==> src/adc_ctrl_pkg.sv <==
// constants, register layout and carrier types of the converter timing block
// assumes an apb master on the same clock as the block
package adc_ctrl_pkg;
    localparam logic [11:0] off_cfg = 12'h000;
    localparam logic [11:0] off_mask = 12'h004;
    localparam logic [11:0] off_main = 12'h008;
    localparam logic [11:0] off_stat = 12'h00c;
    localparam int src_pos = 15;
    localparam int sample_pos = 8;
    localparam int div_pos = 0;
    localparam int start_pos = 0;
    localparam int scan_pos = 1;
    localparam int trig_pos = 5;
    localparam int fixch_pos = 8;
    localparam logic [2:0] trig_auto = 3'h7;
    localparam logic [15:0] mask_reset = 16'h0000;
    localparam logic [7:0] div_reset = 8'h00;
    localparam logic [4:0] sample_reset = 5'h00;
    localparam logic [2:0] trig_reset = 3'h0;
    localparam logic [3:0] chan_reset = 4'h0;
    localparam logic [8:0] cnt_reset = 9'h000;

    typedef struct packed {
        logic psel;
        logic penable;
        logic pwrite;
        logic [11:0] paddr;
        logic [31:0] pwdata;
        logic [3:0] pstrb;
    } apb_req_s;

    typedef struct packed {
        logic [31:0] prdata;
        logic pready;
        logic pslverr;
    } apb_rsp_s;

    typedef struct packed {
        logic conv_clk;
        logic period_tick;
        logic sample_active;
        logic convert_start;
        logic [3:0] scan_channel;
    } adc_out_s;

    typedef struct packed {
        logic conv_clock_source_sel;
        logic [4:0] auto_sample_periods;
        logic [7:0] conv_clock_divider;
    } cfg_s;

    typedef enum logic [2:0] {
        st_idle = 3'b001,
        st_sample = 3'b010,
        st_convert = 3'b100
    } phase_e;
endpackage

==> src/adc_clock_sample_scan_ctrl.sv <==
// conversion clock, auto-sample timing and input scan control with apb registers
// assumes the converter answers each convert_start with a conv_done rise
// Contract
// - clock source bit picks rc oscillator or bus
// - bus period times two times divider plus one
// - divider ignored while rc oscillator selected
// - auto-sample lasts field value conversion periods; the code runs 32 periods for a field of zero
// - auto-sample field used only for trigger 111
// - mask bit n includes analog input n
// - unused bits read zero, writes ignored
//
// Register access over APB and the register offsets were chosen for this implementation.
`timescale 1ns/1ps
module adc_clock_sample_scan_ctrl (
    input wire logic mclk,
    input wire logic rstn,
    input wire adc_ctrl_pkg::apb_req_s apb_req,
    output adc_ctrl_pkg::apb_rsp_s apb_rsp,
    input wire logic rc_osc_in,
    input wire logic ext_trigger,
    input wire logic conv_done,
    output adc_ctrl_pkg::adc_out_s adc_out
);

    typedef struct packed {
        adc_ctrl_pkg::cfg_s cfg;
        logic [15:0] scan_input_mask;
        logic [2:0] conversion_trigger_sel;
        logic scan_en;
        logic [3:0] fixed_chan;
        adc_ctrl_pkg::phase_e phase;
        logic [8:0] div_cnt;
        logic [4:0] samp_cnt;
        logic [2:0] rc_sync;
        logic rc_level;
        logic [2:0] trg_sync;
        logic trg_level;
        logic [2:0] done_sync;
        logic done_level;
        logic [3:0] chan;
        logic conv_clk;
        logic period_tick;
        logic convert_start;
        logic [31:0] prdata;
        logic pslverr;
    } state_s;

    state_s st;
    state_s next_st;
    logic tick;
    logic trg_rise;
    logic done_rise;
    logic wr_en;
    logic setup;

    // next masked channel after c, wrapping; c itself when mask is empty
    function automatic logic [3:0] next_chan(input logic [15:0] m, input logic [3:0] c);
        logic [3:0] r;
        logic f;
        logic [3:0] k;
        r = c;
        f = 1'b0;
        for (int i = 1; i <= 16; i++) begin
            k = c + i[3:0];
            if (!f && m[k]) begin
                r = k;
                f = 1'b1;
            end
        end
        return r;
    endfunction

    // byte-lane merge of a write into an old word
    function automatic logic [31:0] merge(input logic [31:0] old, input logic [31:0] wd,
                                          input logic [3:0] strb);
        logic [31:0] r;
        r = old;
        for (int b = 0; b < 4; b++) begin
            if (strb[b]) begin
                r[b*8 +: 8] = wd[b*8 +: 8];
            end
        end
        return r;
    endfunction

    function automatic logic [31:0] cfg_word(input adc_ctrl_pkg::cfg_s c);
        logic [31:0] r;
        r = 32'h0000_0000;
        r[adc_ctrl_pkg::src_pos] = c.conv_clock_source_sel;
        r[adc_ctrl_pkg::sample_pos +: 5] = c.auto_sample_periods;
        r[adc_ctrl_pkg::div_pos +: 8] = c.conv_clock_divider;
        return r;
    endfunction

    always_comb begin
        logic [31:0] w;
        logic [31:0] rd;
        logic err;
        logic start;
        w = 32'h0000_0000;
        rd = 32'h0000_0000;
        err = 1'b0;
        start = 1'b0;
        next_st = st;
        setup = apb_req.psel && !apb_req.penable;
        wr_en = apb_req.psel && apb_req.penable && apb_req.pwrite;

        // three-stage pin synchronisers, level moves once stages two and three agree
        next_st.rc_sync = {st.rc_sync[1:0], rc_osc_in};
        next_st.trg_sync = {st.trg_sync[1:0], ext_trigger};
        next_st.done_sync = {st.done_sync[1:0], conv_done};
        if (st.rc_sync[1] == st.rc_sync[2]) begin
            next_st.rc_level = st.rc_sync[2];
        end
        if (st.trg_sync[1] == st.trg_sync[2]) begin
            next_st.trg_level = st.trg_sync[2];
        end
        if (st.done_sync[1] == st.done_sync[2]) begin
            next_st.done_level = st.done_sync[2];
        end
        trg_rise = next_st.trg_level && !st.trg_level;
        done_rise = next_st.done_level && !st.done_level;

        // conversion clock source
        if (st.cfg.conv_clock_source_sel) begin
            // divider held still, its field has no effect here
            tick = next_st.rc_level && !st.rc_level;
            next_st.div_cnt = adc_ctrl_pkg::cnt_reset;
            next_st.conv_clk = next_st.rc_level;
        end else begin
            // period is 2*(divider+1) bus clocks
            tick = (st.div_cnt == {st.cfg.conv_clock_divider, 1'b1});
            if (tick) begin
                next_st.div_cnt = adc_ctrl_pkg::cnt_reset;
            end else begin
                next_st.div_cnt = st.div_cnt + 9'h001;
            end
            next_st.conv_clk = (next_st.div_cnt > {1'b0, st.cfg.conv_clock_divider});
        end
        next_st.period_tick = tick;

        // register reads are captured in the setup cycle so data leaves a flip-flop
        if (setup) begin
            if (apb_req.paddr == adc_ctrl_pkg::off_cfg) begin
                rd = cfg_word(st.cfg);
            end else if (apb_req.paddr == adc_ctrl_pkg::off_mask) begin
                rd = {16'h0000, st.scan_input_mask};
            end else if (apb_req.paddr == adc_ctrl_pkg::off_main) begin
                rd[adc_ctrl_pkg::scan_pos] = st.scan_en;
                rd[adc_ctrl_pkg::trig_pos +: 3] = st.conversion_trigger_sel;
                rd[adc_ctrl_pkg::fixch_pos +: 4] = st.fixed_chan;
            end else if (apb_req.paddr == adc_ctrl_pkg::off_stat) begin
                rd[0] = (st.phase == adc_ctrl_pkg::st_sample);
                rd[1] = (st.phase == adc_ctrl_pkg::st_convert);
                rd[7:4] = st.chan;
            end else begin
                err = 1'b1;
            end
            next_st.prdata = rd;
            next_st.pslverr = err;
        end

        // writes land in the access cycle; unused bits are dropped
        if (wr_en && !st.pslverr) begin
            if (apb_req.paddr == adc_ctrl_pkg::off_cfg) begin
                w = merge(cfg_word(st.cfg), apb_req.pwdata, apb_req.pstrb);
                next_st.cfg.conv_clock_source_sel = w[adc_ctrl_pkg::src_pos];
                next_st.cfg.auto_sample_periods = w[adc_ctrl_pkg::sample_pos +: 5];
                next_st.cfg.conv_clock_divider = w[adc_ctrl_pkg::div_pos +: 8];
                // restart so a smaller divider never overruns the count
                next_st.div_cnt = adc_ctrl_pkg::cnt_reset;
            end else if (apb_req.paddr == adc_ctrl_pkg::off_mask) begin
                w = merge({16'h0000, st.scan_input_mask}, apb_req.pwdata, apb_req.pstrb);
                next_st.scan_input_mask = w[15:0];
            end else if (apb_req.paddr == adc_ctrl_pkg::off_main) begin
                w = merge(32'h0000_0000, apb_req.pwdata, apb_req.pstrb);
                next_st.scan_en = w[adc_ctrl_pkg::scan_pos];
                next_st.conversion_trigger_sel = w[adc_ctrl_pkg::trig_pos +: 3];
                next_st.fixed_chan = w[adc_ctrl_pkg::fixch_pos +: 4];
                start = w[adc_ctrl_pkg::start_pos];
            end
        end

        next_st.convert_start = 1'b0;
        case (st.phase)
            adc_ctrl_pkg::st_idle: begin
                if (start) begin
                    next_st.phase = adc_ctrl_pkg::st_sample;
                    next_st.samp_cnt = 5'h00;
                    // restart the divider so the first bus-derived period is whole
                    if (!st.cfg.conv_clock_source_sel) begin
                        next_st.div_cnt = adc_ctrl_pkg::cnt_reset;
                    end
                    if (next_st.scan_en) begin
                        if (!st.scan_input_mask[st.chan]) begin
                            next_st.chan = next_chan(st.scan_input_mask, st.chan);
                        end
                    end else begin
                        next_st.chan = next_st.fixed_chan;
                    end
                end
            end
            adc_ctrl_pkg::st_sample: begin
                if (st.conversion_trigger_sel == adc_ctrl_pkg::trig_auto) begin
                    // sampling runs auto_sample_periods conversion periods, 32 when the field is zero
                    if (tick) begin
                        next_st.samp_cnt = st.samp_cnt + 5'h01;
                        if (st.samp_cnt == st.cfg.auto_sample_periods - 5'h01) begin
                            next_st.phase = adc_ctrl_pkg::st_convert;
                            next_st.convert_start = 1'b1;
                        end
                    end
                end else if (trg_rise) begin
                    // other sources end sampling on the external trigger
                    next_st.phase = adc_ctrl_pkg::st_convert;
                    next_st.convert_start = 1'b1;
                end
            end
            adc_ctrl_pkg::st_convert: begin
                if (done_rise) begin
                    next_st.phase = adc_ctrl_pkg::st_idle;
                    if (st.scan_en) begin
                        next_st.chan = next_chan(st.scan_input_mask, st.chan);
                    end
                end
            end
            default: begin
                next_st.phase = adc_ctrl_pkg::st_idle;
            end
        endcase
    end

    always_ff @(posedge mclk or negedge rstn) begin
        if (!rstn) begin
            st <= '0;
            st.cfg.conv_clock_divider <= adc_ctrl_pkg::div_reset;
            st.cfg.auto_sample_periods <= adc_ctrl_pkg::sample_reset;
            st.scan_input_mask <= adc_ctrl_pkg::mask_reset;
            st.conversion_trigger_sel <= adc_ctrl_pkg::trig_reset;
            st.chan <= adc_ctrl_pkg::chan_reset;
            st.div_cnt <= adc_ctrl_pkg::cnt_reset;
            st.phase <= adc_ctrl_pkg::st_idle;
        end else begin
            st <= next_st;
        end
    end

    // zero wait states: every access completes in its first access cycle
    assign apb_rsp.prdata = st.prdata;
    assign apb_rsp.pready = 1'b1;
    assign apb_rsp.pslverr = st.pslverr;
    assign adc_out.conv_clk = st.conv_clk;
    assign adc_out.period_tick = st.period_tick;
    assign adc_out.sample_active = (st.phase == adc_ctrl_pkg::st_sample);
    assign adc_out.convert_start = st.convert_start;
    assign adc_out.scan_channel = st.chan;
endmodule

==> config.mk <==
export PLATFORM = sky130hd
export DESIGN_NAME = adc_clock_sample_scan_ctrl
export DESIGN_NICKNAME = d
export VERILOG_FILES = /design/src/adc_ctrl_pkg.sv /design/src/adc_clock_sample_scan_ctrl.sv
export SDC_FILE = /design/constraint.sdc
export NUM_CORES = 1
export LEC_CHECK = 0
export ABC_AREA = 1
export BUFFER_PORTS_ARGS = -buffer_cell sky130_fd_sc_hd__buf_2
export CORE_MARGIN = 5
export CORE_UTILIZATION = 40
export DETAILED_ROUTE_END_ITERATION = 6
export PLACE_DENSITY = 0.61
export SLEW_MARGIN = 30
export SYNTH_ARGS = -nofsm -noshare
export SYNTH_HDL_FRONTEND = slang
export SYNTH_SLANG_ARGS = --single-unit
export TNS_END_PERCENT = 1
==> constraint.sdc <==
create_clock -name mclk -period 3.9 [get_ports mclk]
set_input_delay 0.78 -clock mclk [delete_from_list [all_inputs] [get_ports mclk]]
set_output_delay 0.78 -clock mclk [all_outputs]
set_load 0.02 [all_outputs]
==> results of run 1 <==
-- stage by stage --
| stage | cells | hold slack, ps | util | power, mW |
|---|---|---|---|---|
| after floorplan | 945 | 331.2 | - | 1.337 |
| after global placement | 1185 | 334.4 | 0.4355 | 1.437 |
| after detailed placement | 1185 | 339.4 | 0.4355 | 1.439 |
| after CTS | 1201 | 353.6 | 0.4561 | 2.397 |
| after global routing | 1202 | 365.6 | 0.4578 | 2.498 |
| final | 1202 | 350.7 | 0.4578 | 2.379 |
-- per-layer routing --
metal / wire length [um] / up-vias
li1: - / 3066
met1: 8512 / 2818
met2: 8360 / 164
met3: 1075 / 15
met4: 207 / 0
met5: 0 / -
-- timing repair --
action / in CTS / in global routing
resized for setup: 0 / 5
buffers inserted: 0 / 1
endpoints found under the setup margin: 0 / 4
-- power groups by stage --
stage / clock network [mW] / registers, mW / logic, mW
6_report: 0.955 / 0.978 / 0.446
5_1_grt: 1.01 / 0.980 / 0.507
4_1_cts: 0.974 / 0.978 / 0.445
3_5_place_dp: 0 / 0.995 / 0.444
3_3_place_gp: 0 / 0.995 / 0.442
2_1_floorplan: 0 / 0.994 / 0.343
-- worst max path at each step --
stage | cells after the start | to | slack, ps
final | 27 | adc_out[1] | 300
after global routing | 27 | adc_out[2] | 1
after CTS | 27 | adc_out[2] | 200
after detailed placement | 27 | adc_out[1] | 200
after global placement | 27 | adc_out[2] | 260
after floorplan | 27 | adc_out[0] | 450
-- kinds of logic (layout without fill, tap and decap cells) --
kind of cell,after synthesis,count (layout)
other,2,17
DFF,91,91
buffers and inverters,193,234
AOI/OAI and AO/OA,149,149
and+or+nand+nor,455,455
adders and majority gates,22,22
xor gates and xnor gates,16,16
muxes,2,2
-- cells in the final DEF (no fill, tap or decap), types with 3 or more instances in the layout --
| cell | Yosys | final |
|---|---|---|
| maj3_1 | 3 | 3 |
| buf_2 | 6 | 61 |
| o21ai_0 | 80 | 80 |
| xor2_1 | 8 | 8 |
| o221ai_1 | 5 | 5 |
| nand4_1 | 12 | 12 |
| buf_4 | 44 | 24 |
| ha_1 | 19 | 19 |
| nand3_1 | 100 | 99 |
| nor3_1 | 14 | 14 |
| xnor2_1 | 4 | 4 |
| xor2_2 | 3 | 3 |
| nand2_2 | 8 | 8 |
| inv_2 | 9 | 9 |
| nor2_1 | 62 | 62 |
| o21a_1 | 3 | 3 |
| o31ai_1 | 6 | 6 |
| nand2_1 | 239 | 239 |
| a221oi_1 | 10 | 10 |
| clkbuf_16 | 0 | 9 |
| o22ai_1 | 5 | 5 |
| a21oi_1 | 24 | 24 |
| conb_1 | 2 | 17 |
| nor2_4 | 3 | 3 |
| o21ai_1 | 4 | 4 |
| inv_1 | 119 | 119 |
| dfrtp_1 | 90 | 89 |
-- registers in the layout, indices dropped and copies added, names as in the netlist --
signal,count
st,61
apb_rsp,17
adc_out,7
next_st,6
-- layout make-up --
type | instances | area share
Clock buffer | 12 | 0.03502
Timing Repair Buffer | 87 | 0.06935
Tap cell | 216 | 0.03690
Multi-Input combinational cell | 661 | 0.4699
Clock inverter | 4 | 0.009908
Sequential cell | 91 | 0.3112
Inverter | 131 | 0.06765
-- critical path: cells and delay by family (launching register included) --
kind,cells,cell delay (ps)
AOI/OAI and AO/OA,1,80
and+or+nand+nor,21,2190
buffers and inverters,4,400
DFF,1,440
adders and majority gates,1,350
==> run_results.csv, run 1 <==
group,metric,value,unit
setup_path,crit_path_start,"adc_out[0]",
timing,period_needed,3602,ps
timing,clock_skew,6.119,ps
floorplan,die-area,19100,um2
setup_path,crit_path_end_kind,"register",
floorplan,rows,46,
power_and_ir_drop,internal-power,1.708,mW
cts,cts_made_buffers,9,
detailed_routing,routed_wl,18160,um
logic_synthesis,yosys.area_share.simple,0.3067,
placed_design,dp_slack,198.8,ps
global_routing,grt_util_met3,0.03172,
cts,path_clk_slew,70,ps
power_and_ir_drop,switchingPower,670.4,uW
detailed_routing,viasPerCell,5.044,
timing,fin_ws,298.5,ps
detailed_routing,first_pass_iters,7,
power_and_ir_drop,powerDensity,324.8,nW/um2
logic_synthesis,muxShareOfSynthArea,0.003425,
cts,cts-root-buf,"clkbuf_16",
setup_path,crit_slowest_cell,"dfrtp_1",
setup_path,cp.arrival,3840,ps
cells_and_area,drive_gt1_frac,0.1481,
global_routing,overflow,0,
timing,post-route-period-util,0.9235,
setup_path,cp_max_fo,10,
setup_path,r2r_slack,300,ps
timing,worst_pin_slew,767.2,ps
setup_path,crit_path_frequent_cell,"nand2_1",
run,cap_viol_max_count,0,
logic_synthesis,ys.warnings.count,0,
setup_path,regToRegEndpoint,"adc_out[1]",
timing,fmax,277.7,MHz
placed_design,hpwl,14180,um
cts,clk_latency,340,ps
detailed_routing,detail_route.wl_per_cell,15.10,um
setup_path,start_kind,"register",
worst_hold_path,hold_class,"reg -> reg",
floorplan,io_pins,98,
timing,tns,0,ps
timing,rsz0062_at_grt,"no",
logic_synthesis,synth_top_area_cell,"dfrtp_1",
cts,cts_tree,"yes",
worst_hold_path,hold-path-cell-count,0,
detailed_routing,ant_nets,0,
power_and_ir_drop,sw_frac_of_total,0.2818,
global_routing,grt-busiest-layer,"met2",
cells_and_area,fillers,1661,
floorplan,die_x,138.2,um
power_and_ir_drop,ir_drop,0.0002798,V
worst_hold_path,min_to,"next_st[43]",
power_and_ir_drop,combPwrFrac,0.188,
worst_hold_path,hold_start,"next_st[42]",
detailed_routing,drtIter0Drc,483,
logic_synthesis,syn_avg_cell_area,7.071,um2
timing,final-max-slew-violation-count,0,
logic_synthesis,synth-async-reset-ratio,1.000,
logic_synthesis,synth_most_common_cell,"nand2_1",
global_routing,use_met1,0.2633,
global_routing,track_usage,0.1876,
global_routing,grt_util_met2,0.3060,
timing,relSlewSlack,0.4866,
setup_path,rr_startpoint,"adc_out[0]",
cells_and_area,layout.nets,1056,
logic_synthesis,synth_ff_type,"dfrtp_1",
cts,clockBufferDepth,2,
logic_synthesis,synth-compound-area-share,0.1341,
global_routing,grt_start_max_net_pins,68,
cells_and_area,multi_input_area,3442,um2
power_and_ir_drop,p_seq_frac,0.411,
detailed_routing,drcViolationCount,0,
cts,clock_sinks,91,
detailed_routing,routed-via-count,6063,
setup_path,reg2regPathDepth,27,
power_and_ir_drop,clkPwrFrac,0.401,
setup_path,critPathKind,"reg -> reg",
logic_synthesis,ys_seq_area_frac,0.3465,
logic_synthesis,synth_commonest_cells,"nand2_1 (239), inv_1 (119), nand3_1 (100), dfrtp_1 (90), o21ai_0 (80)",
timing,hold_viol_final,0,
placed_design,dpl_cell_area,6968,um2
logic_synthesis,synth_top_family_by_area,"simple AND/OR/NAND/NOR gates",
floorplan,fp.dieH,138.2,um
global_routing,grt_pass1_vias,5657,
setup_path,required,4130,ps
logic_synthesis,synth_top_area_share,0.3425,
logic_synthesis,synth-xor-area-share,0.02759,
cells_and_area,seqCellArea,2280,um2
floorplan,initial_core_util,0.4110,
cts,cts.htree.levels,3,
logic_synthesis,syn_inst,930,
cells_and_area,design_area,7325,um2
logic_synthesis,synth_fa_ha_area_frac,0.04072,
cts,ctsHoldBuffers,0,
run_status,outcome,"completed",
cells_and_area,antennaDiodeCount,0,
logic_synthesis,syn-cell-area,6576,um2
placed_design,finalWeightedCongestion,0.9356,
global_routing,grt_pass1_wl,29260,um
cells_and_area,areaGrowthSynthToFinish,11.38,%
logic_synthesis,synthTopCellsByArea,"dfrtp_1 (34%), nand2_1 (14%), nand3_1 (7.6%)",
placed_design,io_buffers,62,
logic_synthesis,ys_types,55,
setup_path,slowest_delay,440,ps
timing,setup_viol_count_final,0,
logic_synthesis,synth_edf_count,0,
global_routing,antenna_found_initial,0,
floorplan,core-area,16000,um2
power_and_ir_drop,power.leakage,3.796,nW
logic_synthesis,ys_ff_latch,91,
Power figures use the tool's default switching activity.
==> run 2: changes to the inputs <==
--- a/config.mk
+++ b/config.mk
@@ -5,7 +5,7 @@
 export SDC_FILE = /design/constraint.sdc
 export NUM_CORES = 1
 export LEC_CHECK = 0
-export ABC_AREA = 1
+export ABC_AREA = 0
 export BUFFER_PORTS_ARGS = -buffer_cell sky130_fd_sc_hd__buf_2
 export CORE_MARGIN = 5
 export CORE_UTILIZATION = 40
==> run 2 against run 1 <==
Net effect:
- sequential power is 2.2% lower
- die area is 7.5% higher
- clock skew is 0.94 ps higher
- sequential cell count stayed put
- worst setup slack worse by 33 ps
- highest routed layer unchanged
- design area is 5.8% higher
- worst hold slack worse by 23 ps
- non-clock buffer count is 6 higher
==> run_results.csv, run 2 <==
group,metric,value,unit
run_status,outcome,"completed",
logic_synthesis,ys_seq_area_frac,0.3206,
cts,cts_tree,"yes",
logic_synthesis,synth_edf_count,0,
floorplan,die_x,143.3,um
global_routing,grt_pass1_vias,5528,
floorplan,die-area,20530,um2
setup_path,cp.arrival,3860,ps
cells_and_area,antennaDiodeCount,0,
logic_synthesis,synth-xor-area-share,0.04648,
cells_and_area,drive_gt1_frac,0.2656,
placed_design,io_buffers,62,
logic_synthesis,synth-async-reset-ratio,1.000,
timing,worst_pin_slew,785.1,ps
detailed_routing,viasPerCell,5.637,
timing,post-route-period-util,0.9320,
logic_synthesis,synth_fa_ha_area_frac,0.03768,
cells_and_area,final_common_cell,"dfrtp_1",
logic_synthesis,synth_top_family_by_area,"multiplexers",
cells_and_area,design_area,7749,um2
detailed_routing,ant_nets,0,
detailed_routing,routed-via-count,5598,
placed_design,dp_slack,198.3,ps
logic_synthesis,synth_ff_type,"dfrtp_1",
power_and_ir_drop,total_power,1.866,mW
worst_hold_path,hold_class,"in -> async",
timing,clock_skew,7.059,ps
logic_synthesis,syn-cell-area,7107,um2
floorplan,fp.dieH,143.3,um
placed_design,hpwl,14210,um
cts,clockBufferDepth,2,
logic_synthesis,syn_inst,715,
setup_path,critPathKind,"reg -> reg",
floorplan,core-area,17360,um2
logic_synthesis,synth-compound-area-share,0.1327,
timing,setup_viol_count_final,0,
logic_synthesis,synth_top_area_cell,"dfrtp_1",
placed_design,finalWeightedCongestion,0.9240,
timing,relSlewSlack,0.4766,
global_routing,grt_start_max_net_pins,39,
cts,cts-root-buf,"clkbuf_16",
timing,period_needed,3635,ps
logic_synthesis,synth_commonest_cells,"dfrtp_1 (90), nand2_1 (63), nor2_1 (54), buf_4 (43), o21ai_0 (40)",
cells_and_area,largest_register_ffs,61,
placed_design,dpl_cell_area,7466,um2
power_and_ir_drop,power.leakage,3.448,nW
setup_path,required,4130,ps
timing,fmax,275.1,MHz
cts,clock_sinks,91,
logic_synthesis,muxShareOfSynthArea,0.2171,
power_and_ir_drop,powerDensity,240.8,nW/um2
logic_synthesis,synth_most_common_cell,"dfrtp_1",
floorplan,io_pins,98,
cells_and_area,layout.nets,839,
cts,cts.htree.levels,3,
global_routing,grt_pass1_wl,29970,um
cells_and_area,fillers,1698,
timing,rsz0062_at_grt,"no",
detailed_routing,detail_route.wl_per_cell,18.50,um
global_routing,track_usage,0.1848,
timing,tns,0,ps
logic_synthesis,synth_top_area_share,0.3169,
power_and_ir_drop,ir_drop,0.0002212,V
global_routing,antenna_found_initial,0,
timing,fin_ws,265.1,ps
global_routing,overflow,0,
cells_and_area,regMostFlops,"st",
logic_synthesis,ys_types,85,
setup_path,crit_path_end_kind,"register",
cells_and_area,areaGrowthSynthToFinish,9.032,%
floorplan,rows,48,
logic_synthesis,ys_ff_latch,91,
logic_synthesis,synthTopCellsByArea,"dfrtp_1 (32%), mux4_2 (7.6%), mux2_2 (6.2%)",
cts,clk_latency,340,ps
floorplan,initial_core_util,0.4095,
logic_synthesis,syn_avg_cell_area,9.940,um2
logic_synthesis,yosys.area_share.simple,0.1519,
timing,final-max-slew-violation-count,0,
detailed_routing,routed_wl,18370,um
run,cap_viol_max_count,0,
timing,hold_viol_final,0,
setup_path,cp_max_fo,21,
detailed_routing,drcViolationCount,0,
cells_and_area,final_cell_mix,"dfrtp_1 (90), nand2_1 (63), buf_2 (61)",
detailed_routing,first_pass_iters,5,
cts,path_clk_slew,60,ps
logic_synthesis,ys.warnings.count,0,
cts,cts_made_buffers,9,
setup_path,start_kind,"register",
detailed_routing,drtIter0Drc,391,
setup_path,reg2regPathDepth,10,
==> run 2: cell count changes in the layout (fill, tap and decap cells not counted), moves of 20 or more <==
cell	before	now
mux2_2	2	39
inv_1	119	28
o21ai_0	80	40
nand3_1	99	21
nand2_1	239	63
mux2i_1	0	36
mux4_2	0	24
xnor2_1	4	24
==> run 2: what timing repair did <==
item / in CTS / in global routing
hold buffers: 0 / 0
setup endpoints to repair: 0 / 2
resized for setup: 0 / 2
buffers inserted: 0 / 0
==> run 2: layout make-up <==
class,count,area [um2],share of cell area
clock buffers,11,252.7,0.03262
repair buffers,93,545.5,0.07040
flip-flops and latches,91,2278,0.2940
inverters,31,132.6,0.01712
well taps,225,281.5,0.03633
clock inverters,4,26.28,0.003391
multi-input cells,538,4232,0.5461
==> run 2: final timing paths <==
kind                             start           to  slack, ps
setup reg to reg            adc_out[0]   adc_out[1]        270
max in group asynchronous         rstn      st[104]       2770
min in group mclk          next_st[46]  next_st[47]        350
setup / recovery            adc_out[0]   adc_out[1]        270
hold reg to reg            next_st[46]  next_st[47]        350
hold / removal                    rstn       st[60]        330
==> run 2: power breakdown <==
| group | total (mW) | leakage (nW) | internal, mW | switching (mW) |
|---|---|---|---|---|
| clock network | 0.819 | 0.137 | 0.462 | 0.358 |
| registers | 0.956 | 1.19 | 0.952 | 0.00396 |
| logic | 0.0907 | 2.13 | 0.0256 | 0.0652 |
| total | 1.87 | 3.45 | 1.44 | 0.427 |
==> run 2: per-stage QoR <==
step / cells / hold slack [ps] / util
4_1_cts: 993 / 335.2 / 0.4462
5_1_grt: 993 / 351.7 / 0.4464
3_5_place_dp: 978 / 336.3 / 0.4301
3_3_place_gp: 978 / 334.1 / 0.4301
2_1_floorplan: 730 / 331.2 / -
6_report: 993 / 328.1 / 0.4464
==> run 2: cells by family after synthesis <==
group / Yosys count
simple gates: 212
compound gates: 141
mux: 110
buf+inv: 101
flops: 91
xor+xnor: 36
fa+ha+maj: 22
other cells: 2
==> run 2: critical path, stage by stage (launching register included) <==
cell and delay [ps]:
dfrtp_1 390, buf_4 330, mux4_2 650, mux2i_1 350, o211ai_2 210, or3_4 430
nor4_4 460, a22oi_2 120, o211ai_4 270, a211oi_1 80, a22o_1 210
==> run 2: per-layer routing <==
layer | GRT usage | share of wire
met3 | 0.02230 | 0.049
met4 | 0.05798 | 0.023
met1 | 0.2562 | 0.45
met2 | 0.3042 | 0.47
met5 | 0 | 0
==> run 3: changes to the inputs <==
--- a/config.mk
+++ b/config.mk
@@ -7,7 +7,7 @@
 export LEC_CHECK = 0
 export ABC_AREA = 0
 export BUFFER_PORTS_ARGS = -buffer_cell sky130_fd_sc_hd__buf_2
-export CORE_MARGIN = 5
+export CORE_MARGIN = 2
 export CORE_UTILIZATION = 40
 export DETAILED_ROUTE_END_ITERATION = 6
 export PLACE_DENSITY = 0.61
==> run 3 against run 2 <==
Net effect:
- highest routed layer unchanged
- via count is 0.54% lower
- global-route usage grew 2.3 points
- die area down 8.2%
- critical path depth up 2
- count of clock-buffer cells in the layout fell by 2
- critical path type unchanged
- sequential cell count is the same
- clock power rose by 21%
- cell count grew 0.20%
- wire length decreased by 0.28%
- worst setup slack improved by 16 ps
==> run_results.csv, run 3 (same netlist as run 2, synthesis figures left out) <==
group,metric,value,unit
floorplan,rows,48,
setup_path,cp_max_fo,13,
cells_and_area,largest_register_ffs,61,
global_routing,grt_pass1_wl,29900,um
power_and_ir_drop,sw_frac_of_total,0.2147,
run_status,outcome,"completed",
cts,path_clk_slew,60,ps
floorplan,core-area,17360,um2
detailed_routing,first_pass_iters,5,
cells_and_area,final_cell_mix,"dfrtp_1 (90), nand2_1 (63), buf_2 (61)",
timing,worst_pin_slew,665.4,ps
power_and_ir_drop,p_seq_frac,0.469,
cells_and_area,seqCellArea,2278,um2
detailed_routing,drtIter0Drc,585,
detailed_routing,detail_route.wl_per_cell,18.41,um
cells_and_area,fillers,1701,
cts,cts-root-buf,"clkbuf_16",
detailed_routing,drcViolationCount,0,
setup_path,critPathKind,"reg -> reg",
power_and_ir_drop,ir_drop,0.0002915,V
setup_path,reg2regPathDepth,12,
timing,hold_viol_final,0,
power_and_ir_drop,power.leakage,3.484,nW
power_and_ir_drop,internal-power,1.601,mW
global_routing,overflow,0,
timing,post-route-period-util,0.9279,
power_and_ir_drop,switchingPower,437.8,uW
detailed_routing,viasPerCell,5.596,
detailed_routing,routed_wl,18320,um
timing,tns,0,ps
placed_design,finalWeightedCongestion,0.9087,
setup_path,cp-endpoint,"adc_out[3]",
global_routing,grt_pass1_vias,5345,
setup_path,cp.arrival,3830,ps
cells_and_area,stdcell_count,995,
power_and_ir_drop,powerDensity,259.8,nW/um2
setup_path,rr_startpoint,"adc_out[0]",
setup_path,crit_path_end_kind,"register",
cts,clock_sinks,91,
placed_design,dpl_cell_area,7498,um2
power_and_ir_drop,clkPwrFrac,0.488,
cts,cts_setup_buffers,0,
worst_hold_path,hold_class,"in -> async",
timing,rsz0062_at_grt,"no",
timing,clock_skew,5.579,ps
timing,fmax,276.3,MHz
timing,final-max-slew-violation-count,0,
cells_and_area,areaGrowthSynthToFinish,10.42,%
cells_and_area,multi_input_area,4235,um2
floorplan,io_pins,98,
run,cap_viol_max_count,0,
cts,cts_tree,"yes",
cells_and_area,design_area,7848,um2
placed_design,numPlacedInstances,979,
setup_path,required,4110,ps
setup_path,regToRegEndpoint,"adc_out[3]",
cts,cts.repair.resized,0,
cells_and_area,drive_gt1_frac,0.2662,
timing,fin_ws,281.3,ps
detailed_routing,routed-via-count,5568,
floorplan,fp.dieH,137.3,um
cts,cts_made_buffers,9,
global_routing,grt_start_max_net_pins,35,
timing,relSlewSlack,0.5555,
cells_and_area,regMostFlops,"st",
setup_path,start_kind,"register",
cells_and_area,utilization,0.4521,
timing,setup_viol_count_final,0,
global_routing,track_usage,0.2077,
floorplan,die_x,137.3,um
setup_path,crit_path_start,"adc_out[0]",
cells_and_area,final_common_cell,"dfrtp_1",
placed_design,hpwl,14350,um
placed_design,io_buffers,62,
timing,period_needed,3619,ps
setup_path,r2r_slack,280,ps
cts,clk_latency,350,ps
detailed_routing,ant_nets,0,
floorplan,die-area,18850,um2
global_routing,antenna_found_initial,0,
cells_and_area,antennaDiodeCount,0,
floorplan,initial_core_util,0.4095,
cts,cts.htree.levels,3,
placed_design,dp_slack,319.2,ps
cts,clockBufferDepth,2,
cells_and_area,layout.nets,840,
cts,ctsHoldBuffers,0,
power_and_ir_drop,combPwrFrac,0.043,
==> run 3: changes by cell type in the layout (fill, tap and decap cells not counted), sizes merged <==
| cell | change |
|---|---|
| buf | +1 |
| bufinv | +3 |
| clkbuf | -2 |
==> run 3: routing by layer <==
layer	GRT usage	wire length [um]	up-vias
met5	0	0	-
met4	0.05155	353	0
met3	0.04157	914	24
met2	0.3344	8754	166
met1	0.2873	8297	2702
li1	-	-	2676
==> run 3: power by group through the flow <==
stage | clock network [mW] | logic (mW) | registers (mW)
after floorplan | 0 | 0.0505 | 0.973
after global placement | 0 | 0.0894 | 0.973
after detailed placement | 0 | 0.0896 | 0.973
after CTS | 1.01 | 0.0899 | 0.956
after global routing | 1.06 | 0.0994 | 0.956
final | 0.995 | 0.0883 | 0.956
==> run 3: through the flow <==
| stage | total power, mW | hold slack (ps) |
|---|---|---|
| 2_1_floorplan | 1.023 | 331.2 |
| 3_3_place_gp | 1.062 | 333.6 |
| 3_5_place_dp | 1.063 | 334.7 |
| 4_1_cts | 2.059 | 348.6 |
| 5_1_grt | 2.115 | 358.9 |
| 6_report | 2.039 | 342.2 |
==> run 3: worst min path at each step <==
stage / endpoint / from / cells past startpoint
4_1_cts: st[60] / rstn / 1
3_3_place_gp: next_st[51] / next_st[50] / 0
3_5_place_dp: next_st[47] / next_st[46] / 0
2_1_floorplan: next_st[43] / next_st[42] / 0
5_1_grt: next_st[47] / next_st[46] / 0
6_report: st[60] / rstn / 1
==> run 3: layout make-up <==
class	instances	share of cell area
Clock buffer	9	0.02870
Timing Repair Buffer	94	0.07366
Multi-Input combinational cell	538	0.5397
Tap cell	225	0.03587
Inverter	31	0.01690
Sequential cell	91	0.2903
Clock inverter	7	0.01483
==> run 3: worst max-delay path, cell delays in order (launching register included) <==
cell	delay (ps)
dfrtp_1	430
inv_4	50
ha_1	270
buf_4	220
mux4_2	400
mux2i_2	320
mux2i_2	130
buf_4	180
nor3b_1	430
nor2_1	100
o32a_1	210
a2111oi_1	560
o31ai_1	160
